==> src/logic/arit_pkg.sv <==
// Package with register map, field layout and timing constants of the reload timer.
package arit_pkg;

	// Register indices; the byte address on the bus is four times the index.
	localparam logic [15:0] ARIT_IDX_MODE      = 16'hFFB4;
	localparam logic [15:0] ARIT_IDX_COUNT     = 16'hFFB5;
	localparam logic [15:0] ARIT_IDX_IRQ_EN    = 16'hFFF4;
	localparam logic [15:0] ARIT_IDX_IRQ_REQ   = 16'hFFF7;
	localparam logic [15:0] ARIT_IDX_IRQ_CLR   = 16'hFFF8;

	// Bit position of the timer flag in the enable, request and clear registers.
	localparam int ARIT_IRQ_BIT = 1;

	// Reset values.
	localparam logic [7:0] ARIT_MODE_RST   = 8'h00;
	localparam logic [7:0] ARIT_COUNT_RST  = 8'h00;
	localparam logic [7:0] ARIT_RELOAD_RST = 8'h00;

	// Divider figures.
	localparam int ARIT_OSC_DIV   = 2;
	localparam int ARIT_PRESC_W   = 13;
	localparam int ARIT_SUB_DIV   = 4;

	// Counter input select codes.
	localparam logic [2:0] ARIT_CS_8192 = 3'h0;
	localparam logic [2:0] ARIT_CS_2048 = 3'h1;
	localparam logic [2:0] ARIT_CS_512  = 3'h2;
	localparam logic [2:0] ARIT_CS_64   = 3'h3;
	localparam logic [2:0] ARIT_CS_16   = 3'h4;
	localparam logic [2:0] ARIT_CS_4    = 3'h5;
	localparam logic [2:0] ARIT_CS_SUB  = 3'h6;
	localparam logic [2:0] ARIT_CS_EXT  = 3'h7;

	// Layout of the mode register.
	typedef struct packed {
		logic       reload_select;
		logic       hw_direction_select;
		logic       down_select;
		logic [1:0] spare;
		logic [2:0] clock_select;
	} arit_mode_t;

	// Read answer carried from decode to the bus flops.
	typedef struct packed {
		logic [31:0] data;
		logic        err;
	} arit_rsp_t;

endpackage

==> src/logic/arit_timer.sv <==
// Eight-bit auto-reload interval timer with prescaler, APB register slave and interrupt.
`timescale 1ns/1ns

// Register map; the byte address on the bus is four times the index:
//   index FFB4  mode register, read and write.
//   index FFB5  reads the counter, writes the reload register.
//   index FFF4  interrupt enable, bit 1, read and write.
//   index FFF7  interrupt request flag, bit 1, read only.
//   index FFF8  interrupt clear, a one written to bit 1 clears the flag.
// A write to the request register, or any access to another index, ends in pslverr.
// The bus answers with no wait states: pready is high in the first access cycle.
//
// Limitations that a user must know:
//   The direction, subclock and event pins pass two flip-flops before any logic
//   reads them, so the counter reacts to a pin some clocks after the pin moves.
//   Event and subclock pulses must stay at least two clocks high and two clocks low.
//   A reload write while counting up changes only the reload register.
//   In auto-reload mode an overflow while counting up also reloads the counter.
//   The interrupt output is a flop fed from the flag's next value and rises in the same clock as the flag.
//   The mode bits 4 and 3 have no function; they are stored and read back.
module arit_timer #(
	parameter int ADDR_W = 18
) (
	// APB clock and reset.
	input  wire logic              pclk,
	input  wire logic              presetn,
	// APB request.
	input  wire logic              psel,
	input  wire logic              penable,
	input  wire logic              pwrite,
	input  wire logic [ADDR_W-1:0] paddr,
	input  wire logic [31:0]       pwdata,
	// APB answer.
	output logic [31:0]            prdata,
	output logic                   pready,
	output logic                   pslverr,
	// Timer pins from outside the clock domain.
	input  wire logic              updown_pin,
	input  wire logic              subclock_pin,
	input  wire logic              event_pin,
	// Processor interrupt mask level, from logic on pclk.
	input  wire logic              interrupt_mask_bit,
	// Interrupt request to the processor.
	output logic                   irq
);
	import arit_pkg::*;

	// Elaboration checks. The index compare needs sixteen index bits above the
	// byte offset, and the tap wiring below is drawn for the package's divider
	// figures; other values would give wrong tick rates without any warning.
	initial begin
		if (ADDR_W < 18) begin
			$error("ADDR_W must be at least 18");
		end
		if (ARIT_PRESC_W != 13) begin
			$error("Prescaler taps are wired for a thirteen-bit prescaler");
		end
		if (ARIT_OSC_DIV != 2) begin
			$error("System clock enable is wired as a divide by two");
		end
		if (ARIT_SUB_DIV != 4) begin
			$error("Subclock divider is wired as a divide by four");
		end
		if (ARIT_IRQ_BIT != 1) begin
			$error("Read words place the interrupt bit at position one");
		end
	end

	// Register state.
	arit_mode_t                  mode_r;
	logic [7:0]                  count_r;
	logic [7:0]                  count_nxt;
	logic [7:0]                  reload_r;
	logic                        flag_r;
	logic                        flag_nxt;
	logic                        irq_en_r;
	logic                        osc_div_r;
	logic [ARIT_PRESC_W-1:0]     presc_r;
	logic [1:0]                  sub_div_r;
	logic [31:0]                 prdata_r;
	logic                        pready_r;
	logic                        pslverr_r;
	logic                        irq_r;

	// Pin synchronisers: the first stage of each pair feeds only the second.
	// The edge history resets low, the idle level of the event and subclock
	// pins, so that no false edge follows the release of reset.
	logic                        ud_s1_r;
	logic                        ud_s2_r;
	logic                        sub_s1_r;
	logic                        sub_s2_r;
	logic                        sub_d_r;
	logic                        ev_s1_r;
	logic                        ev_s2_r;
	logic                        ev_d_r;

	// Bus decode. A setup cycle loads the answer flops; the access cycle in
	// which pready stands is the only cycle in which a write takes effect.
	// Mode, reload and enable writes are blocked while pslverr stands, so a refused transfer changes
	// no register.
	wire [15:0] idx        = paddr[17:2];
	wire        setup      = psel & ~penable;
	wire        access     = psel & penable & pready_r;
	wire        wr         = access & pwrite;
	wire        hit_mode   = (idx == ARIT_IDX_MODE);
	wire        hit_count  = (idx == ARIT_IDX_COUNT);
	wire        hit_en     = (idx == ARIT_IDX_IRQ_EN);
	wire        hit_req    = (idx == ARIT_IDX_IRQ_REQ);
	wire        hit_clr    = (idx == ARIT_IDX_IRQ_CLR);
	wire        mapped     = hit_mode | hit_count | hit_en | hit_req | hit_clr;
	wire        wr_mode    = wr & hit_mode & ~pslverr_r;
	wire        wr_reload  = wr & hit_count & ~pslverr_r;
	wire        wr_en      = wr & hit_en & ~pslverr_r;
	wire        wr_clr     = wr & hit_clr & pwdata[ARIT_IRQ_BIT];

	// Read words of each register; the unused upper bits always read zero.
	wire [31:0] rd_mode  = {24'h000000, mode_r};
	wire [31:0] rd_count = {24'h000000, count_r};
	wire [31:0] rd_en    = {30'h00000000, irq_en_r, 1'h0};
	wire [31:0] rd_req   = {30'h00000000, flag_r, 1'h0};

	// Read mux; the shared address reads the counter, clear register reads zero.
	arit_rsp_t rsp;
	assign rsp.data = hit_mode  ? rd_mode :
	                  hit_count ? rd_count :
	                  hit_en    ? rd_en :
	                  hit_req   ? rd_req :
	                  32'h00000000;
	assign rsp.err  = ~mapped;

	// System clock enable is the oscillator (pclk) divided by two.
	wire sys_en = osc_div_r;

	// Prescaler taps: a tap fires when the low bits below it all read ones.
	// Each tap is a one-cycle enable, high once per period of its divided
	// clock, so every counter source runs on the single pclk.
	wire tap_8192 = sys_en & (&presc_r[12:0]);
	wire tap_2048 = sys_en & (&presc_r[10:0]);
	wire tap_512  = sys_en & (&presc_r[8:0]);
	wire tap_64   = sys_en & (&presc_r[5:0]);
	wire tap_16   = sys_en & (&presc_r[3:0]);
	wire tap_4    = sys_en & (&presc_r[1:0]);

	// Subclock and external event edges, taken from synchronised levels.
	// Every fourth subclock rising edge gives one counter tick.
	wire sub_edge = sub_s2_r & ~sub_d_r;
	wire tap_sub  = sub_edge & (&sub_div_r);
	wire tap_ext  = ev_s2_r & ~ev_d_r;

	// Decode of the clock select field, one wire per counter source.
	wire sel_8192 = (mode_r.clock_select == ARIT_CS_8192);
	wire sel_2048 = (mode_r.clock_select == ARIT_CS_2048);
	wire sel_512  = (mode_r.clock_select == ARIT_CS_512);
	wire sel_64   = (mode_r.clock_select == ARIT_CS_64);
	wire sel_16   = (mode_r.clock_select == ARIT_CS_16);
	wire sel_4    = (mode_r.clock_select == ARIT_CS_4);
	wire sel_sub  = (mode_r.clock_select == ARIT_CS_SUB);
	wire sel_ext  = (mode_r.clock_select == ARIT_CS_EXT);

	// Counter input selection; exactly one select wire is high at a time.
	wire tick = (sel_8192 & tap_8192) | (sel_2048 & tap_2048) |
	            (sel_512 & tap_512) | (sel_64 & tap_64) |
	            (sel_16 & tap_16) | (sel_4 & tap_4) |
	            (sel_sub & tap_sub) | (sel_ext & tap_ext);

	// Direction: software bit unless the pin has control (pin high counts down).
	// When the pin has control the software down bit is ignored altogether.
	wire count_down = mode_r.hw_direction_select ? ud_s2_r
	                                             : mode_r.down_select;
	wire underflow  = tick & count_down & (count_r == 8'h00);
	wire overflow   = tick & ~count_down & (count_r == 8'hFF);
	wire wrap_event = underflow | overflow;

	// Next count: reload write, then wrap handling, then plain step.
	// A reload write while counting down wins over a tick in the same cycle, so
	// software sees its written value as the start of the next count. A wrap in
	// auto-reload mode loads the reload value instead of stepping past zero or past FF;
	// in interval mode the counter simply rolls over.
	always_comb begin
		count_nxt = count_r;
		if (wr_reload & count_down) begin
			count_nxt = pwdata[7:0];
		end else if (wrap_event & mode_r.reload_select) begin
			count_nxt = reload_r;
		end else if (tick & count_down) begin
			count_nxt = 8'(count_r - 8'h01);
		end else if (tick) begin
			count_nxt = 8'(count_r + 8'h01);
		end
	end

	// Flag: a wrap in the same cycle as a clear keeps the flag set.
	// The set wins because losing an event would cost the handler a whole
	// period, while a second read of the flag costs nothing.
	always_comb begin
		flag_nxt = flag_r;
		if (wr_clr) begin
			flag_nxt = 1'b0;
		end
		if (wrap_event) begin
			flag_nxt = 1'b1;
		end
	end

	// Oscillator divider and prescaler. The prescaler runs freely from reset
	// and is never cleared by software, so a new clock select takes effect at
	// the next tap of the free-running count.
	always_ff @(posedge pclk or negedge presetn) begin
		if (!presetn) begin
			osc_div_r <= 1'b0;
			presc_r   <= '0;
		end else begin
			osc_div_r <= ~osc_div_r;
			if (sys_en) begin
				presc_r <= ARIT_PRESC_W'(presc_r + 1'b1);
			end
		end
	end

	// Subclock pin synchroniser and its edge history.
	always_ff @(posedge pclk or negedge presetn) begin
		if (!presetn) begin
			sub_s1_r <= 1'b0;
			sub_s2_r <= 1'b0;
			sub_d_r  <= 1'b0;
		end else begin
			sub_s1_r <= subclock_pin;
			sub_s2_r <= sub_s1_r;
			sub_d_r  <= sub_s2_r;
		end
	end

	// Event pin synchroniser and its edge history.
	always_ff @(posedge pclk or negedge presetn) begin
		if (!presetn) begin
			ev_s1_r <= 1'b0;
			ev_s2_r <= 1'b0;
			ev_d_r  <= 1'b0;
		end else begin
			ev_s1_r <= event_pin;
			ev_s2_r <= ev_s1_r;
			ev_d_r  <= ev_s2_r;
		end
	end

	// Direction pin synchroniser and subclock divide-by-four.
	// The direction level is only read from the second stage.
	always_ff @(posedge pclk or negedge presetn) begin
		if (!presetn) begin
			ud_s1_r   <= 1'b0;
			ud_s2_r   <= 1'b0;
			sub_div_r <= 2'h0;
		end else begin
			ud_s1_r <= updown_pin;
			ud_s2_r <= ud_s1_r;
			if (sub_edge) begin
				sub_div_r <= sub_div_r + 2'h1;
			end
		end
	end

	// Software registers: mode, reload value and interrupt enable change only
	// in the access cycle of an accepted write.
	always_ff @(posedge pclk or negedge presetn) begin
		if (!presetn) begin
			mode_r   <= ARIT_MODE_RST;
			reload_r <= ARIT_RELOAD_RST;
			irq_en_r <= 1'b0;
		end else begin
			if (wr_mode) begin
				mode_r <= pwdata[7:0];
			end
			if (wr_reload) begin
				reload_r <= pwdata[7:0];
			end
			if (wr_en) begin
				irq_en_r <= pwdata[ARIT_IRQ_BIT];
			end
		end
	end

	// Counter and interrupt flag, updated every clock from their next values.
	always_ff @(posedge pclk or negedge presetn) begin
		if (!presetn) begin
			count_r <= ARIT_COUNT_RST;
			flag_r  <= 1'b0;
		end else begin
			count_r <= count_nxt;
			flag_r  <= flag_nxt;
		end
	end

	// Bus answer flops: ready rises in the access phase, data latched at setup.
	// Latching at setup keeps the read word stable through the whole access
	// cycle even if the counter steps in that cycle.
	always_ff @(posedge pclk or negedge presetn) begin
		if (!presetn) begin
			prdata_r  <= 32'h00000000;
			pready_r  <= 1'b0;
			pslverr_r <= 1'b0;
		end else begin
			pready_r <= setup;
			if (setup) begin
				prdata_r  <= pwrite ? 32'h00000000 : rsp.data;
				pslverr_r <= rsp.err | (pwrite & hit_req);
			end
		end
	end

	// Interrupt level: flag, enable and the processor mask, taken from the
	// flag's next value so the request rises together with the flag.
	always_ff @(posedge pclk or negedge presetn) begin
		if (!presetn) begin
			irq_r <= 1'b0;
		end else begin
			irq_r <= flag_nxt & irq_en_r & ~interrupt_mask_bit;
		end
	end

	// Every output comes straight from its flop.
	assign prdata  = prdata_r;
	assign pready  = pready_r;
	assign pslverr = pslverr_r;
	assign irq     = irq_r;

endmodule

==> config.mk <==
export PLATFORM = sky130hd
export DESIGN_NAME = arit_timer
export DESIGN_NICKNAME = d
export VERILOG_FILES = /design/src/logic/arit_pkg.sv /design/src/logic/arit_timer.sv
export SDC_FILE = /design/constraint.sdc
export NUM_CORES = 1
export LEC_CHECK = 0
export BUFFER_PORTS_ARGS = -buffer_cell sky130_fd_sc_hd__buf_2
export CELL_PAD_IN_SITES_DETAIL_PLACEMENT = 0
export CELL_PAD_IN_SITES_GLOBAL_PLACEMENT = 1
export CORE_MARGIN = 2
export CORE_UTILIZATION = 43
export CTS_CLUSTER_DIAMETER = 80
export CTS_CLUSTER_SIZE = 20
export DETAILED_ROUTE_END_ITERATION = 16
export GPL_ROUTABILITY_DRIVEN = 0
export PLACE_DENSITY = 0.95
export REMOVE_ABC_BUFFERS = 1
export SYNTH_ARGS = -nofsm -noshare
export SYNTH_HDL_FRONTEND = slang
export SYNTH_SLANG_ARGS = --single-unit
export TNS_END_PERCENT = 5
==> constraint.sdc <==
create_clock -name pclk -period 6.7 [get_ports pclk]
set_input_delay 1.34 -clock pclk [delete_from_list [all_inputs] [get_ports pclk]]
set_output_delay 1.34 -clock pclk [all_outputs]
set_load 0.02 [all_outputs]
* After elaboration in Yosys (flattened, before gate mapping) *
Index checks and enable logic that the tools add are counted.

storage, ports and cells
  register bits after elaboration = 85
  bits of input ports = 59
  output and inout bits = 35
  word-level logic and storage cells = 122

operators by class
  $add $sub $neg = 4
  equal/unequal tests = 13
  multiplexer cells = 12
  bitwise operators = 59
  reductions and logical operators = 10

operators by type and width
  cell                                                  count
  equality test 16 bit (second input constant)          5
  two-way mux 8 bit                                     7
  AND 1 bit                                             38
  adder 13 x 1 -> 13 bit (second input constant)        1
  bitwise OR 1 bit                                      13
  AND reduction 13 bit                                  1
  equality test 3 bit (second input constant)           4
  AND reduction 11 bit                                  1
  AND reduction 9 bit                                   1
  adder 8 x 1 -> 8 bit (second input constant)          1
  equality test 8 bit (second input constant)           1
  zero test 8 bit                                       1
  inverter 1 bit                                        8
  subtractor 8 x 1 -> 8 bit (second input constant)     1
  equality test 3 x 2 -> 1 bit (second input constant)  2
  AND reduction 6 bit                                   1
  two-way mux 2 bit                                     2
  AND reduction 2 bit                                   2
  AND reduction 4 bit                                   1
  nonzero test 4 bit                                    1
  equality test 3 x 1 -> 1 bit (second input constant)  1
  zero test 3 bit                                       1
  two-way mux 1 bit                                     3
  adder 2 x 1 -> 2 bit (second input constant)          1

* Longest topological paths before layout *
  depth after elaboration = 16
  gate-level depth with buffers = 18
  gate-level depth less buffers = 17

* Least setup slack after synthesis *
No wires, ideal clock.

  path type = register to register
  from = register presc_r[0]
  to = register count_r[5]
  library setup time = 0.076 ns
  data arrival time = 3.082 ns
  data required time = 6.624 ns
  path slack = 3.542 ns
  stages on the path, launching flop included = 19
  buffers on the path = 1
  period minus slack after synthesis = 3.158 ns
  path through = dfrtp_1 ha_1 nand3_1 nor2_1 ha_1 nand4b_1 o211ai_1 a41o_1 and2_1 buf_2 nand2_1 inv_1 ha_1 or3b_2 o221ai_1 nor3_1 o2111ai_1 o21ai_0 o21ai_1

on the way
  longest elaborated chain between the ends = 16
  elaborated cells between the ends (all ways) = 35
  classes of those cells = 3 x mux; 25 x bitwise; 7 x reduce/logical

RTL lines
  element                                                              line                                                     RTL
  from (decl)                                                          arit_timer.sv:78                                         logic [ARIT_PRESC_W-1:0] presc_r;
  from (signal assigned)                                               arit_timer.sv:215                                        presc_r <= ARIT_PRESC_W'(presc_r + 1'b1);
  AND reduction 13 bit / AND reduction 11 bit (equally long branches)  arit_timer.sv:137, arit_timer.sv:138
  AND 1 bit, on equally long branches                                  arit_timer.sv:137, arit_timer.sv:138
  AND 1 bit                                                            arit_timer.sv:161                                        wire tick = (sel_8192 & tap_8192) | (sel_2048 & tap_2048) |
  bitwise OR 1 bit (2 in a row)                                        arit_timer.sv:161
  bitwise OR 1 bit (2 in a row)                                        arit_timer.sv:162                                        (sel_512 & tap_512) | (sel_64 & tap_64) |
  bitwise OR 1 bit (*) (2 in a row)                                    arit_timer.sv:163                                        (sel_16 & tap_16) | (sel_4 & tap_4) |
  bitwise OR 1 bit (*)                                                 arit_timer.sv:164                                        (sel_sub & tap_sub) | (sel_ext & tap_ext);
  AND 1 bit, on equally long branches                                  arit_timer.sv:170, arit_timer.sv:185, arit_timer.sv:171
  AND 1 bit, on equally long branches                                  arit_timer.sv:170, arit_timer.sv:171
  bitwise OR 1 bit                                                     arit_timer.sv:172                                        wire wrap_event = underflow | overflow;
  AND 1 bit                                                            arit_timer.sv:183                                        end else if (wrap_event & mode_r.reload_select) begin
  two-way mux 8 bit                                                    arit_timer.sv:183
  two-way mux 8 bit                                                    arit_timer.sv:181                                        if (wr_reload & count_down) begin
  to (signal assigned)                                                 arit_timer.sv:288                                        count_r <= count_nxt;
  to (decl)                                                            arit_timer.sv:71                                         logic [7:0] count_r;

Every way passes the cells marked *; elsewhere a longest branch is shown, timed or not.
A chain may end at the register's enable or synchronous reset.

* Worst setup path after layout *
  from = register presc_r[5]
  to = register count_r[5]

on the way
  longest elaborated chain between the ends = 16
  elaborated cells between the ends (all ways) = 29
  classes of those cells = 3 x mux; 21 x bitwise; 5 x reduce/logical

RTL lines
  element                                                              line
  AND reduction 13 bit / AND reduction 11 bit (equally long branches)  arit_timer.sv:137, arit_timer.sv:138
  AND 1 bit, on equally long branches                                  arit_timer.sv:137, arit_timer.sv:138
  AND 1 bit                                                            arit_timer.sv:161
  bitwise OR 1 bit (2 in a row)                                        arit_timer.sv:161
  bitwise OR 1 bit (*) (2 in a row)                                    arit_timer.sv:162
  bitwise OR 1 bit (*) (2 in a row)                                    arit_timer.sv:163
  bitwise OR 1 bit (*)                                                 arit_timer.sv:164
  AND 1 bit, on equally long branches                                  arit_timer.sv:170, arit_timer.sv:185, arit_timer.sv:171
  AND 1 bit, on equally long branches                                  arit_timer.sv:170, arit_timer.sv:171
  bitwise OR 1 bit                                                     arit_timer.sv:172
  AND 1 bit                                                            arit_timer.sv:183
  two-way mux 8 bit                                                    arit_timer.sv:183
  two-way mux 8 bit                                                    arit_timer.sv:181

Marked as above.

==> results.ini <==
[pwr]
ir_drop_uv = 95.9
clkPwrFrac_pct = 42.1
p_switching_uw = 179
p_leak_uw = 0.00174
p_sw_share_pct = 23.7
powerDensity_nw_per_um2 = 196
p_int_uw = 577
seqPwrFrac_pct = 50.8
combPwrFrac_pct = 7.1
report.power.total_uw = 756

[clock_tree]
cts-resized-gates = 0
worstSkewPairLatency_ns = 0.34
cts_root_buf = clkbuf_8
clkTransAtPathRegs_ns = 0.07
clockBufferDepth = 2
post-cts-setup-buffers = 0
htreeDepth = 3
cts_buffers = 9
cts_hold_buf = 0
cts_tree = built
clock-sinks = 61

[final_layout]
area_delta_synth_final_pct = 11.7
nets = 444
diodes = 0
drive_gt1_share_pct = 23.7

[yosys]
yosys_most_used_dff = dfrtp_1
synth-edff-count = 0
syn_area_um2 = 3450
ys_seq_area_share_pct = 44.3
yosys.area.top_type = dfrtp_1
ys_ff_latch = 61
synth.avg_cell_area_um2 = 10.5
yosys-top-cells-count = dfrtp_1, nand2_1, buf_4
synth.distinct_cells = 66
yosysWarnings = 0
netlist.area_leader.share_pct = 44.3
synthArstFlopShare_pct = 100
synth_cells = 328
synth.most_common_cell = dfrtp_1
yosys-top-cells-area = dfrtp_1, buf_4, mux2_2

[worst_hold_path]
hp-class = flip-flop to flip-flop
min_path_cells = 0

[status]
status = finished, final reports clean

[worst_setup_path]
cp.required_ns = 6.91
worstPathMaxFanout = 10
rr_worst_depth = 13
cp-start-kind = flip-flop
arrival_ns = 3.85
end_kind = flip-flop
worstSetupPathType = flip-flop to flip-flop

[timing]
slew_viol_final = 0
tightest_slew_ns = 0.762
setup_viol = 0
tns_ns = 0
finalHoldViolations = 0
rsz0062_at_grt = false
fin_crit_ns = 3.63
finalCritPeriodShare_pct = 54.2
slew_headroom_pct = 49.2
achievable-frequency_ghz = 0.275
clock_skew_ns = 0.0118

[routing]
wl_met2_um = 3160
wl_met1_um = 3280
drc = 0
ant_nets = 0
dr_total_vias = 2602
routedWlPerCell_um = 14.6
viasPerCell = 5.40
routed_wl_um = 7060
first_pass_iters = 4
wl_met3_um = 504
top_layer = met4
drt-initial-drc-count = 217

[placement]
dp_hpwl_um = 5090
portBuffers = 43

[floorplanning]
die_area_um2 = 8750
fp.dieW_um = 93.5
initial_core_util_pct = 44.6
io_pins = 94
row_count = 32
coreArea_um2 = 7730
die_h_um = 93.5

[grt]
grt_max_degree = 62
grt_pass1_wl_um = 11700
grt_overflow = 0
antenna_found_initial = 0
grt_use_total_pct = 17.1
grt_pass1_vias = 2475

[run]
cap_violations = 0

per-layer routing:
layer	vias to the layer above	track usage, %
met3	12	3.55
met1	1248	23.5
li1	1238	-
met5	-	0
met2	104	26.4
met4	0	7.37
cell type report:
class	count	area [um^2]
clock inverter	4	47.5
fill	684	3880
multi-input combinational	248	1740
sequential	61	1530
inverter	11	41.3
tap	102	128
timing repair buffer	44	223
clock buffer	12	145
kinds of logic (layout without fill, tap and decap cells):
family                   Yosys count  in the layout  synth area share [%]
AND/OR/NAND/NOR                  105            105                  19.2
AO/OA/AOI/OAI                     69             69                  12.8
flip-flops                        61             61                  44.3
buffers and inverters             42             71                  7.80
multiplexers                      24             24                  7.88
XOR/XNOR                          16             16                  4.07
adder cells (fa/ha/maj)           10             10                  3.85
other                              1             24                 0.109
flip-flops by register name, indices dropped and copies added (netlist names), 2 cells and up:
name and flops:
sub_div_r 2, presc_r 13, prdata 8, reload_r 8
count_r 8, mode_r 8
metrics by stage:
stage / utilization [%] / hold slack (ns) / setup WS (ns) / instance area (um^2) / cells
floorplan: - / 0.331 / 3.56 / 3310 / 320
detailed placement: 47.3 / 0.338 / 3.07 / 3660 / 466
finish: 49.8 / 0.351 / 3.07 / 3850 / 482
global placement: 47.3 / 0.332 / 3.17 / 3660 / 466
CTS: 49.8 / 0.354 / 3.06 / 3850 / 482
global route: 49.8 / 0.355 / 2.71 / 3850 / 482
layout by cell type, fill, tap and decap left out, drive strengths merged, types with 2 or more instances in the layout:
| cell | n |
|---|---|
| a21o | 2 |
| a21oi | 13 |
| a22oi | 7 |
| and3b | 2 |
| buf | 44 |
| clkbuf | 12 |
| clkinv | 2 |
| conb | 24 |
| dfrtp | 61 |
| ha | 9 |
| inv | 11 |
| mux2 | 19 |
| mux2i | 5 |
| nand2 | 30 |
| nand2b | 4 |
| nand3 | 10 |
| nand3b | 2 |
| nand4 | 13 |
| nand4b | 3 |
| nor2 | 14 |
| nor2b | 3 |
| nor3 | 8 |
| nor3b | 2 |
| nor4 | 4 |
| o211ai | 2 |
| o21ai | 31 |
| o31ai | 3 |
| or2 | 2 |
| or4 | 2 |
| or4b | 2 |
| xnor2 | 13 |
| xor2 | 3 |
power groups by stage:
stage / clock (uW) / combinational (uW) / sequential (uW)
2_1_floorplan: 0 / 27.1 / 391
3_3_place_gp: 0 / 51.6 / 390
3_5_place_dp: 0 / 54.3 / 391
4_1_cts: 325 / 54.6 / 384
5_1_grt: 343 / 61.4 / 385
6_report: 318 / 53.4 / 384
worst max-delay path, stage by stage (launching register included):
cell	delay, ns
dfrtp_1	0.45
nand4_1	0.18
nor3_1	0.40
a41o_1	0.33
and2_1	0.45
nand2_1	0.17
inv_1	0.20
ha_1	0.32
a21oi_1	0.27
o221ai_1	0.17
nor3_1	0.26
o2111ai_1	0.14
o21ai_0	0.11
o21ai_1	0.08
path summary, 6_finish.rpt:
kind	start	endpoint	slack, ns
worst max-delay path	presc_r[5]$_DFFE_PN0P_	count_r[5]$_DFFE_PN0P_	3.07
worst min-delay path	sub_s1_r$_DFF_PN0_	sub_s2_r$_DFF_PN0_	0.35
worst max register to register	presc_r[5]$_DFFE_PN0P_	count_r[5]$_DFFE_PN0P_	3.07
worst min register to register	sub_s1_r$_DFF_PN0_	sub_s2_r$_DFF_PN0_	0.35
max in group asynchronous	presetn	count_r[7]$_DFFE_PN0P_	5.04
min in group asynchronous	presetn	presc_r[9]$_DFFE_PN0P_	1.14
(Power assumes the default switching activity.)
